$ cat src/rsc_pkg.sv
// Constants and types for the repeated start / stop sequencer with collision detection
package rsc_pkg;
   localparam int RSC_RELOAD_W = 7;
   localparam logic [6:0] RSC_RELOAD_RST = 7'h00;
   localparam logic [6:0] RSC_COUNT_ZERO = 7'h00;
   localparam int RSC_SYNC_STAGES = 2;

   typedef enum logic [3:0] {
      RSC_IDLE = 4'h0,
      RSC_RS_SDA_REL = 4'h1,
      RSC_RS_CNT1 = 4'h3,
      RSC_RS_SCL_REL = 4'h2,
      RSC_RS_CNT2 = 4'h6,
      RSC_RS_CNT3 = 4'h7,
      RSC_SP_SDA_LOW = 4'h5,
      RSC_SP_SCL_REL = 4'h4,
      RSC_SP_CNT1 = 4'hC,
      RSC_SP_CNT2 = 4'hD
   } rsc_state_t;
endpackage

$ cat src/rsc_seq.sv
// Repeated start and stop sequencer with bus collision detection
`timescale 1ns/100ps

////////////////////////////////////////////////////////////////////////////////
module rsc_seq
   import rsc_pkg::*;
#(
   parameter int RELOAD_W = rsc_pkg::RSC_RELOAD_W
) (
   // Clock and reset
   input wire logic sys_clk,
   input wire logic rst_b,
   // Sequence control
   input wire logic [RELOAD_W-1:0] baud_reload_value,
   input wire logic rstart_req,
   input wire logic stop_req,
   input wire logic flag_clear,
   output logic rstart_en,
   output logic stop_en,
   output logic bus_collision_flag,
   output logic seq_done,
   // Open-drain bus lines
   input wire logic sda_i,
   output logic sda_o,
   output logic sda_oe,
   input wire logic scl_i,
   output logic scl_o,
   output logic scl_oe
);
   import rsc_pkg::*;

   ////////////////////////////////////////////////////////////////////////////
   // Line synchronisers
   logic [1:0] sda_sync;
   logic [1:0] scl_sync;
   logic scl_prev;
   logic sda;
   logic scl;
   logic scl_rise;
   logic scl_fall;

   always_ff @(posedge sys_clk) begin
      if (!rst_b) begin
         sda_sync <= 2'h3;
         scl_sync <= 2'h3;
         scl_prev <= 1'b1;
      end else begin
         sda_sync <= {sda_sync[0], sda_i};
         scl_sync <= {scl_sync[0], scl_i};
         scl_prev <= scl_sync[1];
      end
   end

   assign sda = sda_sync[1];
   assign scl = scl_sync[1];
   assign scl_rise = scl && !scl_prev;
   assign scl_fall = !scl && scl_prev;

   ////////////////////////////////////////////////////////////////////////////
   // Sequencer
   rsc_state_t state;
   rsc_state_t next_state;
   logic [RELOAD_W-1:0] baud_rate_counter;
   logic cnt_zero;
   logic collide;
   logic load;
   logic sda_drive_low;
   logic scl_drive_low;

   assign cnt_zero = (baud_rate_counter == RELOAD_W'(RSC_COUNT_ZERO));

   always_comb begin
      next_state = state;
      collide = 1'b0;
      load = 1'b0;
      case (state)
         RSC_IDLE: begin
            if (rstart_req) begin
               next_state = RSC_RS_SDA_REL;
            end else if (stop_req) begin
               next_state = RSC_SP_SDA_LOW;
            end
         end
         RSC_RS_SDA_REL: begin
            if (sda) begin
               load = 1'b1;
               next_state = RSC_RS_CNT1;
            end
         end
         RSC_RS_CNT1: begin
            if (cnt_zero) begin
               next_state = RSC_RS_SCL_REL;
            end
         end
         RSC_RS_SCL_REL: begin
            if (scl) begin
               if (!sda || !scl_rise) begin
                  collide = !sda;
                  next_state = sda ? RSC_RS_CNT2 : RSC_IDLE;
               end else begin
                  next_state = RSC_RS_CNT2;
               end
               load = sda;
            end
         end
         RSC_RS_CNT2: begin
            if (scl_fall && sda) begin
               collide = 1'b1;
               next_state = RSC_IDLE;
            end else if (cnt_zero) begin
               if (scl && sda) begin
                  load = 1'b1;
                  next_state = RSC_RS_CNT3;
               end else if (!scl) begin
                  collide = 1'b1;
                  next_state = RSC_IDLE;
               end else begin
                  load = 1'b1;
                  next_state = RSC_RS_CNT3;
               end
            end
         end
         RSC_RS_CNT3: begin
            if (cnt_zero) begin
               next_state = RSC_IDLE;
            end
         end
         RSC_SP_SDA_LOW: begin
            if (!sda) begin
               next_state = RSC_SP_SCL_REL;
            end
         end
         RSC_SP_SCL_REL: begin
            if (scl) begin
               load = 1'b1;
               next_state = RSC_SP_CNT1;
            end
         end
         RSC_SP_CNT1: begin
            if (!scl) begin
               collide = 1'b1;
               next_state = RSC_IDLE;
            end else if (cnt_zero) begin
               load = 1'b1;
               next_state = RSC_SP_CNT2;
            end
         end
         RSC_SP_CNT2: begin
            if (cnt_zero) begin
               collide = !sda;
               next_state = RSC_IDLE;
            end
         end
         default: begin
            next_state = RSC_IDLE;
         end
      endcase
   end

   always_ff @(posedge sys_clk) begin
      if (!rst_b) begin
         state <= RSC_IDLE;
      end else begin
         state <= next_state;
      end
   end

   // Counter runs only in counting states, frozen while waiting on SCL
   always_ff @(posedge sys_clk) begin
      if (!rst_b) begin
         baud_rate_counter <= RELOAD_W'(RSC_RELOAD_RST);
      end else if (load) begin
         baud_rate_counter <= baud_reload_value;
      end else if (!cnt_zero && (state == RSC_RS_CNT1 || state == RSC_RS_CNT2 || state == RSC_RS_CNT3 ||
                                 state == RSC_SP_CNT1 || state == RSC_SP_CNT2)) begin
         baud_rate_counter <= baud_rate_counter - RELOAD_W'(1);
      end
   end

   ////////////////////////////////////////////////////////////////////////////
   // Status
   always_ff @(posedge sys_clk) begin
      if (!rst_b) begin
         bus_collision_flag <= 1'b0;
      end else if (collide) begin
         bus_collision_flag <= 1'b1;
      end else if (flag_clear) begin
         bus_collision_flag <= 1'b0;
      end
   end

   always_ff @(posedge sys_clk) begin
      if (!rst_b) begin
         seq_done <= 1'b0;
      end else begin
         seq_done <= (next_state == RSC_IDLE) && (state != RSC_IDLE) && !collide;
      end
   end

   assign rstart_en = (state == RSC_RS_SDA_REL) || (state == RSC_RS_CNT1) || (state == RSC_RS_SCL_REL) ||
                      (state == RSC_RS_CNT2) || (state == RSC_RS_CNT3);
   assign stop_en = (state == RSC_SP_SDA_LOW) || (state == RSC_SP_SCL_REL) ||
                    (state == RSC_SP_CNT1) || (state == RSC_SP_CNT2);

   ////////////////////////////////////////////////////////////////////////////
   // Line drivers: pull low or release only
   always_comb begin
      sda_drive_low = 1'b0;
      scl_drive_low = 1'b0;
      case (state)
         RSC_RS_SDA_REL: scl_drive_low = 1'b1;
         RSC_RS_CNT1: scl_drive_low = 1'b1;
         RSC_RS_CNT3: sda_drive_low = 1'b1;
         RSC_SP_SDA_LOW: begin
            sda_drive_low = 1'b1;
            scl_drive_low = 1'b1;
         end
         RSC_SP_SCL_REL: sda_drive_low = 1'b1;
         RSC_SP_CNT1: sda_drive_low = 1'b1;
         default: begin
            sda_drive_low = 1'b0;
            scl_drive_low = 1'b0;
         end
      endcase
   end

   logic scl_hold_low;
   logic rs_hold;

   // Repeated start final count end forces SCL low until a new sequence
   always_ff @(posedge sys_clk) begin
      if (!rst_b) begin
         scl_hold_low <= 1'b0;
      end else if (state == RSC_RS_CNT3 && cnt_zero) begin
         scl_hold_low <= 1'b1;
      end else if (collide || state == RSC_SP_SCL_REL || state == RSC_RS_SCL_REL) begin
         scl_hold_low <= 1'b0;
      end
   end

   // Both lines stay pulled from the end of a repeated start until the next sequence takes over,
   // so SDA never rises while SCL is high, which would put a stop on the bus
   assign rs_hold = (state == RSC_RS_CNT3 && cnt_zero) || (scl_hold_low && state == RSC_IDLE);

   always_ff @(posedge sys_clk) begin
      if (!rst_b) begin
         sda_oe <= 1'b0;
         scl_oe <= 1'b0;
      end else begin
         sda_oe <= sda_drive_low || rs_hold;
         scl_oe <= scl_drive_low || rs_hold;
      end
   end

   assign sda_o = 1'b0;
   assign scl_o = 1'b0;

   ////////////////////////////////////////////////////////////////////////////
   // Checks
   a_coll_sets_flag: assert property (@(posedge sys_clk) disable iff (!rst_b)
      collide |=> bus_collision_flag) else $error("collision did not set flag");
   a_coll_idle: assert property (@(posedge sys_clk) disable iff (!rst_b)
      collide |=> state == RSC_IDLE) else $error("collision did not abort");
   a_coll_release: assert property (@(posedge sys_clk) disable iff (!rst_b)
      collide |=> ##1 (!sda_oe && !scl_oe)) else $error("lines not released after collision");
   a_rs_sda_low: assert property (@(posedge sys_clk) disable iff (!rst_b)
      (state == RSC_RS_SCL_REL && scl && !sda) |-> collide) else $error("sda low at scl high missed");
   a_rs_scl_fall: assert property (@(posedge sys_clk) disable iff (!rst_b)
      (state == RSC_RS_CNT2 && scl_fall && sda) |-> collide) else $error("scl fall missed");
   a_rs_load: assert property (@(posedge sys_clk) disable iff (!rst_b)
      (state == RSC_RS_SDA_REL && sda) |=> baud_rate_counter == $past(baud_reload_value)) else $error("no load");
   a_scl_wait: assert property (@(posedge sys_clk) disable iff (!rst_b)
      (state == RSC_SP_SCL_REL && !scl) |=> $stable(baud_rate_counter)) else $error("count ran on low scl");
   a_sp_scl_low: assert property (@(posedge sys_clk) disable iff (!rst_b)
      (state == RSC_SP_CNT1 && !scl) |-> collide) else $error("stop scl low missed");
   a_sp_sda_low: assert property (@(posedge sys_clk) disable iff (!rst_b)
      (state == RSC_SP_CNT2 && cnt_zero && !sda) |-> collide) else $error("stop sda low missed");
   a_rs_final_scl: assert property (@(posedge sys_clk) disable iff (!rst_b)
      (state == RSC_RS_CNT3 && cnt_zero) |=> scl_oe) else $error("scl not driven low");
   a_sp_start: assert property (@(posedge sys_clk) disable iff (!rst_b)
      (state == RSC_SP_SDA_LOW) |=> sda_oe) else $error("stop sda not low");

   // Lines held after a repeated start, and the second count ending with SCL low
   a_rs_hold_lines: assert property (@(posedge sys_clk) disable iff (!rst_b)
      (state == RSC_IDLE && scl_hold_low) |=> (sda_oe && scl_oe)) else $error("lines not held after repeated start");
   a_rs_cnt2_scl: assert property (@(posedge sys_clk) disable iff (!rst_b)
      (state == RSC_RS_CNT2 && cnt_zero && !scl) |-> collide) else $error("scl low at second count end missed");
endmodule // rsc_seq

$ cat config.mk
export PLATFORM = sky130hd
export DESIGN_NAME = rsc_seq
export DESIGN_NICKNAME = d
export VERILOG_FILES = /design/src/rsc_pkg.sv /design/src/rsc_seq.sv
export SDC_FILE = /design/constraint.sdc
export NUM_CORES = 1
export LEC_CHECK = 0
export BUFFER_PORTS_ARGS = -buffer_cell sky130_fd_sc_hd__clkbuf_2
export CELL_PAD_IN_SITES_DETAIL_PLACEMENT = 1
export CELL_PAD_IN_SITES_GLOBAL_PLACEMENT = 2
export CORE_AREA = 2 2 64 66
export DETAILED_ROUTE_END_ITERATION = 10
export DIE_AREA = 0 0 66 68
export PLACE_DENSITY = 0.9
export SLEW_MARGIN = 10
export SYNTH_ARGS = -nofsm -noshare
export SYNTH_HDL_FRONTEND = slang
export SYNTH_SLANG_ARGS = --single-unit
$ cat constraint.sdc
create_clock -name sys_clk -period 4.8 [get_ports sys_clk]
set_clock_uncertainty 0.15 [all_clocks]
set_input_delay 0.48 -clock sys_clk [delete_from_list [all_inputs] [get_ports sys_clk]]
set_output_delay 0.48 -clock sys_clk [all_outputs]
set_load 0.05 [all_outputs]
Word-level counts from Yosys, hierarchy flattened:

Cells that the tools add are included.

* flip-flop bits (word level): 21
* bits in latches: 0
* RAM bits: 0
* ROM bits: 0
* input port bits: 14
* memories: 0

* $add $sub $neg: 1
* multiply operators: 0
* divide/modulo/power cells: 0
* magnitude comparators: 0
* equality and inequality tests: 9
* shift-type cells: 0
* multiplexer cells: 42
* bitwise gates (word level): 0
* reductions and logical operators: 42

Operator list (number)
* $mux 4: 12
* $pmux 4 s9: 1
* $mux 1: 21
* $logic_or 1x1->1: 17
* $eq 4x3->1 const B: 4
* $mux 7: 2
* $mux 3: 4
* $logic_and 1x1->1: 9
* $eq 4x2->1 const B: 2
* $eq 4x4->1 const B: 2
* $logic_not 4->1: 2
* $logic_not 7->1: 1
* $sub 7x1->7 const B: 1
* $logic_not 1->1: 6
* $reduce_bool 2->1: 3
* $pmux 1 s5: 1
* $eq 4x1->1 const B: 1
* $pmux 1 s4: 1
* $reduce_bool 4->1: 1
* $reduce_or 4->1: 1
* $reduce_or 3->1: 1
* $reduce_or 2->1: 1

Longest topological paths before layout:

Gate-level depths: netlist (run 1).

* depth after elaboration: 11
* mapped depth: 8
* depth with buffers taken out: 7

Worst setup path before layout (run 1):

OpenSTA, ideal clock, no wires.

* path kind: register to output
* start: register state[1]
* end: output port rstart_en
* arrival: 1461 ps
* required time: 4170 ps
* path slack: 2709 ps
* cell stages (with the launch flop): 5
* path through: dfxtp_1 buf_2 buf_2 a21oi_1 nor2_1

* word-level cells in the longest chain between the ends: 5

RTL lines
* start, declared: line rsc_seq.sv:61 `rsc_state_t state;`
* start signal, assigned: line rsc_seq.sv:164 `state <= next_state;`
* $eq 4x1->1 or $eq 4x2->1 (tied branches): line rsc_seq.sv:200 `assign rstart_en = (state == RSC_RS_SDA_REL) || (state == RSC_RS_CNT1) || (state == RSC_RS_SCL_REL) ||`
* $logic_or 1x1->1 (3 in series): line rsc_seq.sv:200
* $logic_or 1x1->1 (*): line rsc_seq.sv:201 `(state == RSC_RS_CNT2) || (state == RSC_RS_CNT3);`
* end, declared: line rsc_seq.sv:18 `output logic rstart_en,`

Mark *: on every way between the ends. The rest lies on a longest branch, timed or not.

Worst setup path after layout (run 1):

* start: register state[3]
* end: register seq_done

* word-level cells in the longest chain between the ends: 6

RTL lines
* $eq 4x4->1 (tied with other cells): line rsc_seq.sv:76 `case (state)`
* $reduce_or 2->1 (no line) (tied with other cells)
* $pmux 4 s9: line rsc_seq.sv:76
* $logic_not 4->1: line rsc_seq.sv:196 `seq_done <= (next_state == RSC_IDLE) && (state != RSC_IDLE) && !collide;`
* $logic_and 1x1->1: line rsc_seq.sv:196
* $logic_and 1x1->1 (*): line rsc_seq.sv:196
* end signal, assigned: line rsc_seq.sv:196
* end, declared: line rsc_seq.sv:21 `output logic seq_done,`

Marks and branches as above.
A chain may end at the register's enable or synchronous reset.

==> reports/qor.yml, run 1 <==
status: "finished, final reports clean"
fin_area_um2: 1410
synth.top_cells.by_area: "dfxtp_1 33%, a21oi_1 6.6%, nand2b_1 4.4%"
grt_pass1_vias: 1234
power.internal_mw: 0.453
yosys.cell_count.top_type: "dfxtp_1"
routed_wirelength_mm: 3.36
yosys_warnings: 0
grt_max_degree: 24
synth_area_um2: 1280
remaining_drc_errors: 0
synth-seq-cells: 21
end_kind: "flip-flop"
design.core.area_um2: 3860
dr.pass1.iters: 4
yosysSeqAreaShare: 0.327
p_total_mw: 0.861
avgViaCountPerCell: 5.53
cts_tree: "done"
synthArstFlopShare: 0
maxCapViolCount: 0
grt-ovfl-total: 0
io-pin-count: 22
tightest_slew_ns: 0.808
die_w_um: 66
r2r_setup_slack_ns: 2.41
path_max_fanout: 22
swShare: 0.474
synthTopCellsByCount: "21 x dfxtp_1, 17 x a21oi_1, 9 x nand2b_1, 9 x nor2_1, 7 x nand2_1"
postRouteAntennaNets: 0
sequentialPowerShare: 0.346
clk_pin_slew_ns: 0.08
fmax_ghz: 0.418
die-area_um2: 4490
htreeDepth: 1
postCtsSetupRepairBufs: 0
portBuffers: 19
n_fill_cell: 490
synth_edf_count: 0
track_usage: 0.168
cts_buffers: 3
num-nets-final: 182
antenna_found_initial: 0
synth_top_area_share: 0.327
layout_min_cycle_time_ns: 2.39
reg2reg_to: "seq_done$_SDFF_PN0_"
grt_first_pass_wirelength_mm: 5.89
hold_class: "input port to flip-flop"
power_density_nw_per_um2: 611
setup.worst_path.start_class: "flip-flop"
gp_congestion: 0.789
initial_utilization: 0.333
wl_per_cell_um: 15.6
finalSetupViolCount: 0
placed_area_um2: 1360
synthCells: 154
finalCritPeriodShare: 0.498
postCtsHoldBufs: 0
ys_types: 53
combPwrFrac: 0.517
first_iter_violations: 46
hp-start: "sda_i"
root_buffer: "clkbuf_8"
cts.sinks: 21
yosys.area.top_type: "dfxtp_1"
rows: 23
peakVddDrop_mv: 0.242
die_h_um: 68
hpwl_mm: 2.44
slew_violations: 0
syn2layout_area_growth_pct: 9.64
arrival_ns: 2.37
hold_depth: 2
r2r.worst_path.cells: 5
grt_setup_unrepaired: "false"
antenna_cells: 0
cts.path.max_buffers: 2
power.switching_mw: 0.408
clkLatencyLatePin_ns: 0.26
leakage_nw: 0.516
synthFlopType: "dfxtp_1"
crit_required_ns: 4.77
min_to: "sda_sync[0]$_SDFF_PN1_"
worstReg2RegStart: "state[3]$_SDFF_PN0_"
power.share.clock: 0.137
max_slew_margin: 0.461
postCtsResizedCells: 0
hold_viol_final: 0
drive_gt1_frac: 0.211
num_vias: 1195
tns_ns: 0
synth.avg_cell_area_um2: 8.34
critical_path_class: "flip-flop to flip-flop"
==> area by class of cell <==
class / count / area, um^2 / area share
Sequential cell: 21 / 420 / 0.298
Clock inverter: 1 / 5.00 / 0.00355
Tap cell: 50 / 62.6 / 0.0444
Clock buffer: 3 / 41.3 / 0.0293
Multi-Input combinational cell: 117 / 766 / 0.544
Inverter: 5 / 18.8 / 0.0133
Timing Repair Buffer: 19 / 95.1 / 0.0675
==> worst max-delay path by stage <==
stage	startpoint	endpoint	slack, ns
finish	state[3]$_SDFF_PN0_	seq_done$_SDFF_PN0_	2.41
global route	state[2]$_SDFF_PN0_	rstart_en	2.25
CTS	state[3]$_SDFF_PN0_	seq_done$_SDFF_PN0_	2.43
detailed placement	state[1]$_SDFF_PN0_	seq_done$_SDFF_PN0_	2.48
global placement	state[3]$_SDFF_PN0_	bus_collision_flag$_SDFFE_PN0P_	2.57
floorplan	state[1]$_SDFF_PN0_	rstart_en	2.71
==> per-stage QoR <==
step            util  hold slack [ns]  instances  setup WS [ns]
2_1_floorplan      -            0.236        155           2.71
3_3_place_gp   0.353            0.242        212           2.57
3_5_place_dp   0.353            0.243        212           2.48
4_1_cts        0.365            0.240        216           2.43
5_1_grt        0.365            0.243        216           2.25
6_report       0.365            0.244        216           2.41
==> logic make-up (layout without fill, tap and decap cells) <==
family,count (synthesis),in the layout,share of synthesized area
fa+ha+maj,1,1,0.00974
other cells,1,2,0.00292
compound gates,47,47,0.239
buf+inv,17,28,0.0798
simple gates,62,62,0.308
xor+xnor,5,5,0.0341
flops,21,21,0.327
==> state kept, by name, summed over array words and instances, names as in the netlist <==
register and flops:
sda_sync 2, baud_rate_counter 7, scl_oe 1, bus_collision_flag 1
seq_done 1, scl_sync 2, sda_oe 1, scl_prev 1
state 4, scl_hold_low 1
==> power groups by stage <==
| stage | logic (mW) | clock network, mW | registers [mW] |
|---|---|---|---|
| floorplan | 0.402 | 0 | 0.271 |
| global placement | 0.428 | 0 | 0.296 |
| detailed placement | 0.446 | 0 | 0.302 |
| CTS | 0.449 | 0.123 | 0.298 |
| global route | 0.495 | 0.131 | 0.310 |
| finish | 0.445 | 0.118 | 0.298 |
==> cells in the final DEF (no fill, tap or decap), types with 4 or more instances in the layout <==
| cell type | count |
|---|---|
| a211oi_1 | 6 |
| a21oi_1 | 17 |
| a31oi_1 | 4 |
| clkbuf_2 | 19 |
| dfxtp_1 | 21 |
| inv_1 | 5 |
| nand2_1 | 7 |
| nand2b_1 | 9 |
| nand3_1 | 5 |
| nor2_1 | 9 |
| o21ai_0 | 4 |
==> layer usage <==
layer  vias to the layer above  share of wire  global-route usage
met3                         5          0.039              0.0411
met4                         0         0.0068              0.0255
met5                         -              0                   0
met2                        23           0.54               0.318
li1                        586              -                   -
met1                       581           0.42               0.195
==> critical path, stage by stage, from the launching register on <==
cell and delay, ns:
dfxtp_1 0.84, or4bb_1 0.53, a211oi_1 0.27, o21ai_1 0.15, o41ai_1 0.17, nor4_2 0.14
No activity file was read; power rests on OpenSTA's default activity.
==> run 2: changes to the inputs <==
--- a/config.mk
+++ b/config.mk
@@ -5,13 +5,14 @@
 export SDC_FILE = /design/constraint.sdc
 export NUM_CORES = 1
 export LEC_CHECK = 0
+export ABC_AREA = 1
 export BUFFER_PORTS_ARGS = -buffer_cell sky130_fd_sc_hd__clkbuf_2
 export CELL_PAD_IN_SITES_DETAIL_PLACEMENT = 1
 export CELL_PAD_IN_SITES_GLOBAL_PLACEMENT = 2
-export CORE_AREA = 2 2 64 66
+export CORE_AREA = 2 2 76 78
 export DETAILED_ROUTE_END_ITERATION = 10
-export DIE_AREA = 0 0 66 68
-export PLACE_DENSITY = 0.9
+export DIE_AREA = 0 0 78 80
+export PLACE_DENSITY = 0.81
 export SLEW_MARGIN = 10
 export SYNTH_ARGS = -nofsm -noshare
 export SYNTH_HDL_FRONTEND = slang
==> constraint.sdc (replaced) <==
create_clock -name sys_clk -period 2 [get_ports sys_clk]
set_clock_uncertainty 0.15 [all_clocks]
set_input_delay 0.2 -clock sys_clk [delete_from_list [all_inputs] [get_ports sys_clk]]
set_output_delay 0.2 -clock sys_clk [all_outputs]
set_load 0.05 [all_outputs]
==> run 2 against run 1 <==
  * Highest routed layer unchanged
  * Largest power group unchanged
  * Wire length is 13% higher
  * Die area grew 39%
  * Critical path type unchanged
  * Total power increased to 3.0 times the previous value
==> reports/qor.yml, run 2 <==
cts_tree: "done"
sequentialPowerShare: 0.254  # -0.092
maxCapViolCount: 0  # unchanged
cts.sinks: 21  # unchanged
power.share.clock: 0.116  # -0.021
status: "finished, final reports clean"
end_kind: "flip-flop"
first_iter_violations: 51  # +11%
portBuffers: 19  # unchanged
finalCritPeriodShare: 0.910  # +0.412
swShare: 0.528  # +0.0537
tns_ns: 0  # unchanged
peakVddDrop_mv: 0.498  # +110%
dr.pass1.iters: 4  # unchanged
syn2layout_area_growth_pct: 19.5
final_common_cell: "nand2_1"
wl_met1_mm: 1.96  # +40%
layout_min_cycle_time_ns: 1.82  # -0.571 ns
die-area_um2: 6240  # +39%
grt_max_degree: 15  # -38%
design.core.area_um2: 5410  # +40%
synth_top_area_share: 0.306  # -0.0212
routed_wirelength_mm: 3.79  # +13%
avgViaCountPerCell: 4.50  # -19%
power.switching_mw: 1.35  # +230%
arrival_ns: 1.81  # -0.56 ns
wl_met2_mm: 1.72  # -4.4%
n_fill_cell: 735  # +50%
yosysSeqAreaShare: 0.306  # -0.0212
grt_pass1_vias: 1371  # +11%
critPathMostFrequentCell: "nand2_1"
critical_path_class: "flip-flop to flip-flop"
power_density_nw_per_um2: 1560  # +160%
wl_met3_um: 77  # -42%
slowest_stage: "dfxtp_1"
synthFlopType: "dfxtp_1"
track_usage: 0.134  # -0.0340
slowest_delay_ns: 0.50  # -0.34 ns
synth_edf_count: 0  # unchanged
clk_pin_slew_ns: 0.09  # about the same
fin_cells: 316  # +46%
setup.worst_path.start_class: "flip-flop"
rows: 27  # +17%
regMostFlops: "baud_rate_counter"
synth-seq-cells: 21  # unchanged
grt_first_pass_wirelength_mm: 6.68  # +13%
drive_gt1_frac: 0.234  # +0.0228
yosys.area.top_type: "dfxtp_1"
grt_setup_unrepaired: "false"
hold_viol_final: 0  # unchanged
cts.path.max_buffers: 2  # unchanged
io-pin-count: 22  # unchanged
antenna_cells: 0  # unchanged
finalSetupViolCount: 0  # unchanged
place_inst: 309  # +46%
slew_violations: 0  # unchanged
crit_chain: "inv_1 -> nand2_1 -> nor2_2 -> nand3_2 -> nand3_2 -> nor2_2 -> buf_4 -> nand2_1 -> nand2_1 -> a21oi_1"
largest_reg_flops: 7  # unchanged
grt-ovfl-total: 0  # unchanged
die_w_um: 78  # +18%
postRouteAntennaNets: 0  # unchanged
ys_types: 26  # -51%
htreeDepth: 1  # unchanged
remaining_drc_errors: 0  # unchanged
root_buffer: "clkbuf_8"
initial_utilization: 0.254  # -0.0791
synthTopCellsByCount: "57 x nand2_1, 26 x inv_1, 24 x nand3_1, 22 x nor2_1, 21 x dfxtp_1"
num_vias: 1423  # +19%
combPwrFrac: 0.630  # +0.113
gp_congestion: 0.813  # +3.0%
wl_per_cell_um: 12.0  # -23%
path_max_fanout: 12  # -45%
synth_area_um2: 1370  # +6.9%
yosys.cell_count.top_type: "nand2_1"
hold_class: "input port to flip-flop"
synthArstFlopShare: 0  # unchanged
clkLatencyLatePin_ns: 0.27  # about the same
antenna_found_initial: 0  # unchanged
num-nets-final: 260  # +43%
power.internal_mw: 1.21  # +170%
hpwl_mm: 3.03  # +24%
top_regs: "baud_rate_counter (7), state (4)"
leakage_nw: 0.817  # +58%
hold_depth: 4  # +2
most-common-layout-cells: "56 x nand2_1, 25 x inv_1, 24 x nand3_1"
highest_layer: "met4"
synthCells: 220  # +43%
yosys_warnings: 0  # unchanged
crit_required_ns: 1.99  # -2.78 ns
fmax_ghz: 0.549  # +31%
cts_buffers: 3  # unchanged
synth.top_cells.by_area: "dfxtp_1 31%, nand2_1 16%, nand3_1 8.7%"
r2r.worst_path.cells: 10  # +5
die_h_um: 80  # +18%
synth.avg_cell_area_um2: 6.24  # -25%
-- run 2: changes by cell type in the layout (fill, tap and decap cells not counted), moves of 6 or more --
cell and change:
nand2_1 +49, inv_1 +20, nand3_1 +19, nor2_1 +12
nand2b_1 -9, a211oi_1 -6, inv_2 +6, nor2_2 +6
o21ai_0 +6
-- run 2: layer usage --
metal	global-route usage	up-vias
li1	-	740
met1	0.185	659
met2	0.216	22
met3	0.0170	2
met4	0.0421	0
met5	0	-
-- run 2: what timing repair did --
action / CTS / global route
setup buffers: 0 / 1
endpoints found under the setup margin: 0 / 12
hold buffers: 2 / 0
endpoints found under the hold margin: 2 / 0
resized for setup: 0 / 6
-- run 2: power groups by stage --
stage,sequential [mW],combinational (mW),clock [mW]
CTS,0.652,1.59,0.307
global placement,0.662,1.56,0
global route,0.670,1.83,0.333
finish,0.652,1.62,0.298
floorplan,0.676,1.18,0
detailed placement,0.661,1.58,0
-- run 2: final timing paths --
| check | slack [ns] | endpoint | startpoint |
|---|---|---|---|
| worst min-delay path | 0.04 | bus_collision_flag$_SDFFE_PN0P_ | flag_clear |
| worst max register to register | 0.18 | baud_rate_counter[1]$_SDFFE_PN0P_ | state[2]$_SDFF_PN0_ |
| worst min register to register | 0.27 | sda_sync[1]$_SDFF_PN1_ | sda_sync[0]$_SDFF_PN1_ |
| worst max-delay path | 0.18 | baud_rate_counter[1]$_SDFFE_PN0P_ | state[2]$_SDFF_PN0_ |
-- run 2: final cells by class --
type	count	area (um^2)	area share
multi-input cells	163	821	0.500
flip-flops and latches	21	420	0.256
repair buffers	25	145	0.0884
inverters	31	116	0.0709
well taps	72	90.1	0.0549
clock buffers	3	41.3	0.0252
clock inverters	1	7.51	0.00457
-- run 2: critical path: cells and delay by family, from the launching register on --
family | cells | cell delay [ns]
compound gates | 1 | 0.06
simple gates | 7 | 0.72
flops | 1 | 0.50
buf+inv | 2 | 0.27
-- run 2: cells by family (layout without fill, tap and decap cells) --
family	Yosys count	in the layout	share of synthesized area
and+or+nand+nor	128	128	0.436
buffers and inverters	37	60	0.115
AOI/OAI and AO/OA	28	28	0.106
DFF	21	21	0.306
xor gates and xnor gates	4	4	0.0255
adders and majority gates	1	1	0.00911
other	1	2	0.00273
-- run 2: per-stage QoR --
stage                     power, mW   util  hold WS [ns]  cell area, um^2  worst slack [ns]
after floorplan                1.86      -         0.120             1380             0.162
after global placement         2.23  0.287         0.236             1550             0.126
after detailed placement       2.24  0.287         0.240             1550            0.0878
after CTS                      2.55  0.299        0.0366             1620            0.0645
after global routing           2.83  0.304        0.0557             1640            0.0199
final                          2.57  0.304        0.0354             1640             0.179
